### src/core/charge_profile_map.svh
// Constants for the thermal charge profile configuration register and its
// serial access path. Included by the package and the design modules.
// What this block does
// - Bits 7:6 scale cool-range fast-charge current
// - Bits 5:4 scale warm-range current, default full
// - Full-current code keeps safety timer normal length
// - Bits 3:2 pick lower normal-range thermal threshold
// - Bits 1:0 pick upper normal-range thermal threshold
// - Register at 0x0c, all bits RW, reset 0x75
// - Reset command restores defaults, then self-clears
`ifndef CHARGE_PROFILE_MAP_SVH
`define CHARGE_PROFILE_MAP_SVH

`define CFG_OFFSET        8'h0c
`define RST_CMD_OFFSET    8'h0b
`define CFG_RESET         8'h75
`define RST_CMD_BIT       7

`define COOL_MSB          7
`define COOL_LSB          6
`define WARM_MSB          5
`define WARM_LSB          4
`define LOWER_MSB         3
`define LOWER_LSB         2
`define UPPER_MSB         1
`define UPPER_LSB         0

`define SCALE_FULL        2'h3

`define PCT_NONE          7'h00
`define PCT_TWENTY        7'h14
`define PCT_FIFTY         7'h32
`define PCT_FULL          7'h64

// Thresholds in hundredths of a percent of the reference
`define LOWER_CODE0       14'h1ba3
`define LOWER_CODE1       14'h1aa9
`define LOWER_CODE2       14'h197d
`define LOWER_CODE3       14'h1851
`define UPPER_CODE0       14'h12d9
`define UPPER_CODE1       14'h117b
`define UPPER_CODE2       14'h0feb
`define UPPER_CODE3       14'h0ebf

// Serial target address; arbitrary value
`define TARGET_ADDR       7'h30
`define BITS_PER_BYTE     4'h8

`endif

### src/core/charge_profile_pkg.sv
// Types and decode functions shared by the configuration modules.
// Assumes charge_profile_map.svh is on the include path.
`include "charge_profile_map.svh"

package charge_profile_pkg;

    typedef enum logic [3:0] {
        st_idle,
        st_addr,
        st_addr_ack,
        st_ptr,
        st_ptr_ack,
        st_wdata,
        st_wdata_ack,
        st_rdata,
        st_rdata_ack
    } serial_state_type;

    function automatic logic [6:0] scale_percent(input logic [1:0] code);
        unique case (code)
            2'h0: scale_percent = `PCT_NONE;
            2'h1: scale_percent = `PCT_TWENTY;
            2'h2: scale_percent = `PCT_FIFTY;
            2'h3: scale_percent = `PCT_FULL;
        endcase
    endfunction

    function automatic logic [13:0] lower_level(input logic [1:0] code);
        unique case (code)
            2'h0: lower_level = `LOWER_CODE0;
            2'h1: lower_level = `LOWER_CODE1;
            2'h2: lower_level = `LOWER_CODE2;
            2'h3: lower_level = `LOWER_CODE3;
        endcase
    endfunction

    function automatic logic [13:0] upper_level(input logic [1:0] code);
        unique case (code)
            2'h0: upper_level = `UPPER_CODE0;
            2'h1: upper_level = `UPPER_CODE1;
            2'h2: upper_level = `UPPER_CODE2;
            2'h3: upper_level = `UPPER_CODE3;
        endcase
    endfunction

endpackage

### src/core/profile_config_reg.sv
// Configuration register with its reset command and field decode.
// Assumes writes arrive as one-cycle strobes from the serial target.
`timescale 1ns/10ps
`include "charge_profile_map.svh"

module profile_config_reg (
    input  wire logic        mclk,
    input  wire logic        nrst,
    input  wire logic        wr_en,
    input  wire logic [7:0]  wr_addr,
    input  wire logic [7:0]  wr_data,
    input  wire logic [7:0]  rd_addr,
    input  wire logic        watchdog_expired,
    output logic      [7:0]  rd_data,
    output logic      [1:0]  cool_range_current_scale,
    output logic      [1:0]  warm_range_current_scale,
    output logic      [1:0]  lower_thermal_threshold,
    output logic      [1:0]  upper_thermal_threshold,
    output logic      [6:0]  cool_current_percent,
    output logic      [6:0]  warm_current_percent,
    output logic      [13:0] lower_threshold_level,
    output logic      [13:0] upper_threshold_level,
    output logic             cool_timer_normal,
    output logic             warm_timer_normal,
    output logic             safety_timer_reset
);
    import charge_profile_pkg::*;

    logic [7:0] cfg_reg;
    logic [7:0] cfg_next;
    logic       rst_cmd_reg;
    logic       rst_cmd_next;
    logic       timer_rst_reg;

    wire cfg_hit     = wr_en && (wr_addr == `CFG_OFFSET);
    wire cmd_hit     = wr_en && (wr_addr == `RST_CMD_OFFSET);
    wire cmd_set     = cmd_hit && wr_data[`RST_CMD_BIT];
    wire to_defaults = rst_cmd_reg || watchdog_expired;

    // Defaults beat a same-cycle host write to this register
    assign cfg_next = to_defaults ? `CFG_RESET :
                      cfg_hit     ? wr_data : cfg_reg;
    // A new command in the clearing cycle stays pending
    assign rst_cmd_next = cmd_set;

    always_ff @(posedge mclk or negedge nrst) begin
        if (!nrst) begin
            cfg_reg       <= `CFG_RESET;
            rst_cmd_reg   <= 1'b0;
            timer_rst_reg <= 1'b0;
        end else begin
            cfg_reg       <= cfg_next;
            rst_cmd_reg   <= rst_cmd_next;
            timer_rst_reg <= rst_cmd_reg;
        end
    end

    assign rd_data = (rd_addr == `CFG_OFFSET)     ? cfg_reg :
                     (rd_addr == `RST_CMD_OFFSET) ?
                         {rst_cmd_reg, 7'h00} : 8'h00;

    assign cool_range_current_scale = cfg_reg[`COOL_MSB:`COOL_LSB];
    assign warm_range_current_scale = cfg_reg[`WARM_MSB:`WARM_LSB];
    assign lower_thermal_threshold  = cfg_reg[`LOWER_MSB:`LOWER_LSB];
    assign upper_thermal_threshold  = cfg_reg[`UPPER_MSB:`UPPER_LSB];
    assign cool_current_percent  = scale_percent(cool_range_current_scale);
    assign warm_current_percent  = scale_percent(warm_range_current_scale);
    assign lower_threshold_level = lower_level(lower_thermal_threshold);
    assign upper_threshold_level = upper_level(upper_thermal_threshold);
    assign cool_timer_normal =
        (cool_range_current_scale == `SCALE_FULL);
    assign warm_timer_normal =
        (warm_range_current_scale == `SCALE_FULL);
    assign safety_timer_reset = timer_rst_reg;

endmodule

### src/core/charge_profile_target.sv
// Two-wire serial target giving the host access to the charge profile
// configuration register. Assumes scl_in and sda_in are already synchronous
// to mclk and that mclk is far faster than the serial bit rate.
`timescale 1ns/10ps
`include "charge_profile_map.svh"

module charge_profile_target (
    input  wire logic        mclk,
    input  wire logic        nrst,
    input  wire logic        scl_in,
    input  wire logic        sda_in,
    output logic             sda_out,
    output logic             sda_oe,
    input  wire logic        watchdog_expired,
    output logic      [1:0]  cool_range_current_scale,
    output logic      [1:0]  warm_range_current_scale,
    output logic      [1:0]  lower_thermal_threshold,
    output logic      [1:0]  upper_thermal_threshold,
    output logic      [6:0]  cool_current_percent,
    output logic      [6:0]  warm_current_percent,
    output logic      [13:0] lower_threshold_level,
    output logic      [13:0] upper_threshold_level,
    output logic             cool_timer_normal,
    output logic             warm_timer_normal,
    output logic             safety_timer_reset
);
    import charge_profile_pkg::*;

    serial_state_type state_reg;
    serial_state_type state_next;
    logic [3:0] cnt_reg;
    logic [3:0] cnt_next;
    logic [7:0] shift_reg;
    logic [7:0] shift_next;
    logic [7:0] tx_reg;
    logic [7:0] tx_next;
    logic [7:0] ptr_reg;
    logic [7:0] ptr_next;
    logic       nack_reg;
    logic       nack_next;
    logic       oe_reg;
    logic       oe_next;
    logic       scl_prev_reg;
    logic       sda_prev_reg;
    logic       wr_en;
    logic [7:0] rd_data;

    wire scl_rise  = scl_in && !scl_prev_reg;
    wire scl_fall  = !scl_in && scl_prev_reg;
    wire start_seen = scl_in && scl_prev_reg && sda_prev_reg && !sda_in;
    wire stop_seen  = scl_in && scl_prev_reg && !sda_prev_reg && sda_in;
    wire byte_done = (cnt_reg == `BITS_PER_BYTE);
    wire addr_match = (shift_reg[7:1] == `TARGET_ADDR);
    wire receiving = (state_reg == st_addr) || (state_reg == st_ptr) ||
                     (state_reg == st_wdata);
    wire [7:0] ptr_inc = ptr_reg + 8'h01;
    wire [2:0] tx_index = 3'h7 - cnt_reg[2:0];

    // Read data follow the pointer at the moment a byte is launched
    wire [7:0] rd_addr = (state_reg == st_rdata_ack) ? ptr_inc : ptr_reg;

    assign wr_en = scl_fall && (state_reg == st_wdata) && byte_done;

    always_comb begin
        state_next = state_reg;
        cnt_next   = cnt_reg;
        shift_next = shift_reg;
        tx_next    = tx_reg;
        ptr_next   = ptr_reg;
        nack_next  = nack_reg;
        oe_next    = oe_reg;
        if (start_seen) begin
            state_next = st_addr;
            cnt_next   = 4'h0;
            oe_next    = 1'b0;
        end else if (stop_seen) begin
            state_next = st_idle;
            oe_next    = 1'b0;
        end else if (scl_rise) begin
            if (receiving) begin
                shift_next = {shift_reg[6:0], sda_in};
                cnt_next   = cnt_reg + 4'h1;
            end else if (state_reg == st_rdata) begin
                cnt_next   = cnt_reg + 4'h1;
            end else if (state_reg == st_rdata_ack) begin
                nack_next  = sda_in;
            end
        end else if (scl_fall) begin
            unique case (state_reg)
                st_idle: begin
                    oe_next = 1'b0;
                end
                st_addr: begin
                    if (byte_done) begin
                        cnt_next   = 4'h0;
                        oe_next    = addr_match;
                        state_next = addr_match ? st_addr_ack : st_idle;
                    end
                end
                st_addr_ack: begin
                    cnt_next = 4'h0;
                    if (shift_reg[0]) begin
                        tx_next    = rd_data;
                        oe_next    = !rd_data[7];
                        state_next = st_rdata;
                    end else begin
                        oe_next    = 1'b0;
                        state_next = st_ptr;
                    end
                end
                st_ptr: begin
                    if (byte_done) begin
                        ptr_next   = shift_reg;
                        cnt_next   = 4'h0;
                        oe_next    = 1'b1;
                        state_next = st_ptr_ack;
                    end
                end
                st_ptr_ack: begin
                    oe_next    = 1'b0;
                    state_next = st_wdata;
                end
                st_wdata: begin
                    if (byte_done) begin
                        ptr_next   = ptr_inc;
                        cnt_next   = 4'h0;
                        oe_next    = 1'b1;
                        state_next = st_wdata_ack;
                    end
                end
                st_wdata_ack: begin
                    oe_next    = 1'b0;
                    state_next = st_wdata;
                end
                st_rdata: begin
                    if (byte_done) begin
                        oe_next    = 1'b0;
                        state_next = st_rdata_ack;
                    end else begin
                        oe_next = !tx_reg[tx_index];
                    end
                end
                st_rdata_ack: begin
                    // Host NACK ends the read; the line is released
                    cnt_next = 4'h0;
                    if (nack_reg) begin
                        oe_next    = 1'b0;
                        state_next = st_idle;
                    end else begin
                        ptr_next   = ptr_inc;
                        tx_next    = rd_data;
                        oe_next    = !rd_data[7];
                        state_next = st_rdata;
                    end
                end
            endcase
        end
    end

    always_ff @(posedge mclk or negedge nrst) begin
        if (!nrst) begin
            state_reg    <= st_idle;
            cnt_reg      <= 4'h0;
            shift_reg    <= 8'h00;
            tx_reg       <= 8'h00;
            ptr_reg      <= 8'h00;
            nack_reg     <= 1'b0;
            oe_reg       <= 1'b0;
            scl_prev_reg <= 1'b1;
            sda_prev_reg <= 1'b1;
        end else begin
            state_reg    <= state_next;
            cnt_reg      <= cnt_next;
            shift_reg    <= shift_next;
            tx_reg       <= tx_next;
            ptr_reg      <= ptr_next;
            nack_reg     <= nack_next;
            oe_reg       <= oe_next;
            scl_prev_reg <= scl_in;
            sda_prev_reg <= sda_in;
        end
    end

    // Open drain: only ever pulls low
    assign sda_out = 1'b0;
    assign sda_oe  = oe_reg;

    profile_config_reg u_cfg (
        .mclk                     (mclk),
        .nrst                     (nrst),
        .wr_en                    (wr_en),
        .wr_addr                  (ptr_reg),
        .wr_data                  (shift_reg),
        .rd_addr                  (rd_addr),
        .watchdog_expired         (watchdog_expired),
        .rd_data                  (rd_data),
        .cool_range_current_scale (cool_range_current_scale),
        .warm_range_current_scale (warm_range_current_scale),
        .lower_thermal_threshold  (lower_thermal_threshold),
        .upper_thermal_threshold  (upper_thermal_threshold),
        .cool_current_percent     (cool_current_percent),
        .warm_current_percent     (warm_current_percent),
        .lower_threshold_level    (lower_threshold_level),
        .upper_threshold_level    (upper_threshold_level),
        .cool_timer_normal        (cool_timer_normal),
        .warm_timer_normal        (warm_timer_normal),
        .safety_timer_reset       (safety_timer_reset)
    );

endmodule

### config.mk
export PLATFORM = sky130hd
export DESIGN_NAME = charge_profile_target
export DESIGN_NICKNAME = d
export VERILOG_FILES = /design/src/core/charge_profile_pkg.sv /design/src/core/profile_config_reg.sv /design/src/core/charge_profile_target.sv
export VERILOG_INCLUDE_DIRS = /design/src /design/src/core
export SDC_FILE = /design/constraint.sdc
export NUM_CORES = 1
export LEC_CHECK = 0
export BUFFER_PORTS_ARGS = -buffer_cell sky130_fd_sc_hd__buf_2
export CAP_MARGIN = 10
export CORE_MARGIN = 4
export CORE_UTILIZATION = 32
export CTS_BUF_LIST = sky130_fd_sc_hd__clkbuf_16
export CTS_CLUSTER_DIAMETER = 80
export CTS_CLUSTER_SIZE = 28
export DETAILED_ROUTE_END_ITERATION = 16
export MAX_ROUTING_LAYER = met4
export PLACE_DENSITY = 0.48
export SLEW_MARGIN = 20
export SYNTH_ARGS = -nofsm -noshare
export SYNTH_HDL_FRONTEND = slang
export SYNTH_SLANG_ARGS = --single-unit
### constraint.sdc
create_clock -name mclk -period 2.3 [get_ports mclk]
set_clock_uncertainty 0.2 [all_clocks]
set_input_delay 0.46 -clock mclk [delete_from_list [all_inputs] [get_ports mclk]]
set_output_delay 0.46 -clock mclk [all_outputs]
set_load 0.02 [all_outputs]
==> impl_metrics.yaml <==
synthesis:
  synth_area_sq_mm: 0.00335
  ys_seq_area_share_pct: 34.7
  synth-async-reset-ratio_pct: 100
  synth_warnings: 0
  syn_avg_cell_area_sq_um: 9.30
  synth_edf_count: 0
  synthFlopType: "dfrtp_1"
  ys_types: 60
  syn-instance-count: 360
  ys_ff_latch: 46
die:
  die_h_um: 110
  die-area_sq_mm: 0.0122
  die_w_um: 110
  placementRows: 37
  initial_core_util_pct: 32.6
  io-pin-count: 60
  core_sq_mm: 0.0103
worst_setup_path:
  cp.arrival_ns: 2.28
  path_max_fanout: 7
  worstPathRequired_ns: 2.29
  crit_type: "flop to flop"
  worstSetupEndpointType: "flop"
  start_kind: "flop"
  ff2ff_path_depth: 5
  r2r_slack_ns: 0.01
detailed_routing:
  vias_per_cell: 5.06
  postRouteWirelength_mm: 9.00
  drc: 0
  ant_nets: 0
  wl_per_cell_um: 15.6
  dr_total_vias: 2907
  drt_iter0_drc: 106
  drt_pass1_iterations: 4
power_and_ir_drop:
  power_density_mw_per_mm2: 840
  ir_worst_vdd_v: 0.000395
  leakagePower_nw: 1.94
  power.total_mw: 3.55
global_route:
  grt_max_degree: 47
  grt_pass1_vias: 2971
  grt_overflow: 0
  grtUsageTotal_pct: 16.3
  antenna_found_initial: 0
  grt_pass1_wl_mm: 15.1
final_layout:
  utilization_pct: 41.1
  antenna_cells: 0
  area_delta_synth_final_pct: 26.2
  nets: 471
  fill_cells: 1092
  finalNonFillerCells: 575
  final_common_cell: "buf_4"
  drive_gt1_share_pct: 37.8
  layout_common_cells: "buf_4 (49), buf_2 (46), dfrtp_1 (36)"
sta:
  tns_ns: 0
  worstMarginPinSlew_ns: 0.615
  hold_violations: 0
  maxSlewViolCount: 0
  slew_headroom_pct: 59.0
  setup_ws_ns: 0.00971
  finalCritPeriodShare_pct: 99.6
  fmax_mhz: 437
  rsz0062_at_grt: "true"
  finalSetupViolCount: 0
  period_minus_slack_ns: 2.29
placed_design:
  dp_hpwl_mm: 6.71
  io_buffers: 46
  pre_cts_slack_ns: -0.208
  gp_congestion: 0.832
  dp.cells: 563
cts:
  path_clk_slew_ns: 0.07
  cts_tree: "done"
  clock-sinks: 46
  cts_buffer_depth: 2
  cts_root_buffer: "clkbuf_16"
  numCtsBuffers: 5
  insertion_delay_ns: 0.29
  h-tree-depth: 2
run_status:
  status: "complete, no violations"
job:
  cap_violations: 0
hold_path:
  min_path_type: "primary input to async pin"
critical path: stages, from the launching register on:
cell	delay, ns
dfrtp_2	0.47
or4b_4	0.60
nor4_1	0.20
o21ai_0	0.11
a211o_2	0.39
o31ai_1	0.22
cell families after synthesis:
logic type / synth area share [%]
flops: 34.7
buf+inv: 9.72
xor+xnor: 0.262
fa+ha+maj: 10.5
simple gates: 20.6
compound gates: 17.6
mux: 6.50
other cells: 0.224
power breakdown:
group	internal (mW)	switching (mW)	total (mW)
Clock	0.521	0.348	0.869
Sequential	0.965	0.215	1.18
Combinational	0.699	0.800	1.50
Total	2.19	1.36	3.55
cell usage after synthesis (2+ instances only):
master     instances  area share, %
a2111oi_0          2           0.52
a211o_1            2           0.52
a211oi_1           6            1.3
a21boi_0           2           0.45
a21o_1             2           0.45
a21oi_1            8            1.2
a22o_1             3           0.79
a22oi_1            2           0.45
a2bb2oi_1         10            2.6
a31oi_1            2           0.37
a32oi_1            2           0.52
and2_1             2           0.37
and3_1             4           0.75
and4_1             3           0.79
buf_2              2           0.30
buf_4             20            4.5
buf_6              2           0.67
clkbuf_1          11            1.2
conb_1             2           0.22
dfrtp_1           39             29
dfstp_2            7            5.5
ha_1              28             10
inv_1             27            3.0
mux2_2            10            3.4
mux2i_1            6            1.8
mux4_2             2            1.3
nand2_1           27            3.0
nand2b_1           2           0.37
nand3_1           14            2.1
nand3b_1           3           0.67
nand4_1            5           0.93
nor2_1            16            1.8
nor2b_1            8            1.5
nor3_1             7            1.0
nor3b_1            2           0.45
nor4_1             3           0.56
nor4b_1            2           0.52
o21ai_0           20            3.0
o22ai_1            5           0.93
o31ai_1            9            2.0
or2_2              9            1.7
or3_1              2           0.37
or3b_2             2           0.52
or4_1              2           0.45
worst paths after layout:
path,from,end
max,state_reg[0],tx_reg[4]
min reg2reg,tx_reg[0],tx_reg[0]
min,nrst,state_reg[3]
max reg2reg,state_reg[0],tx_reg[4]
min in group mclk,sda_in,sda_prev_reg
max in group asynchronous,nrst,u_cfg.cfg_reg[1]
per-layer routing:
metal	part of all wire, %	wire length [um]	vias up	global-route usage [%]
met5	0	0	-	-
met4	0.79	71	0	3.25
met3	2.7	243	7	2.56
met2	48	4300	50	26.3
met1	49	4390	1423	21.7
li1	-	-	1427	-
per-stage QoR:
stage | hold slack (ns) | instance area (sq um)
2_1_floorplan | -0.0356 | 3420
3_3_place_gp | 0.218 | 3930
3_5_place_dp | 0.239 | 3930
4_1_cts | 0.0941 | 4150
5_1_grt | 0.128 | 4220
6_report | 0.0712 | 4220
final cells by class:
type / count / area (sq um) / share of cell area, %
clock buffer: 5 / 125 / 2.96
multi-input combinational: 263 / 2020 / 47.7
sequential: 46 / 1160 / 27.5
clock inverter: 3 / 48.8 / 1.16
timing repair buffer: 95 / 598 / 14.2
tap: 136 / 170 / 4.03
inverter: 27 / 101 / 2.40
repair_timing:
action,in CTS,in global routing
endpoints found under the hold margin,0,0
resized for setup,4,24
pin swaps,1,1
hold buffers,0,0
setup endpoints to repair,25,37
buffers inserted,4,0
(Power assumes the default switching activity.)
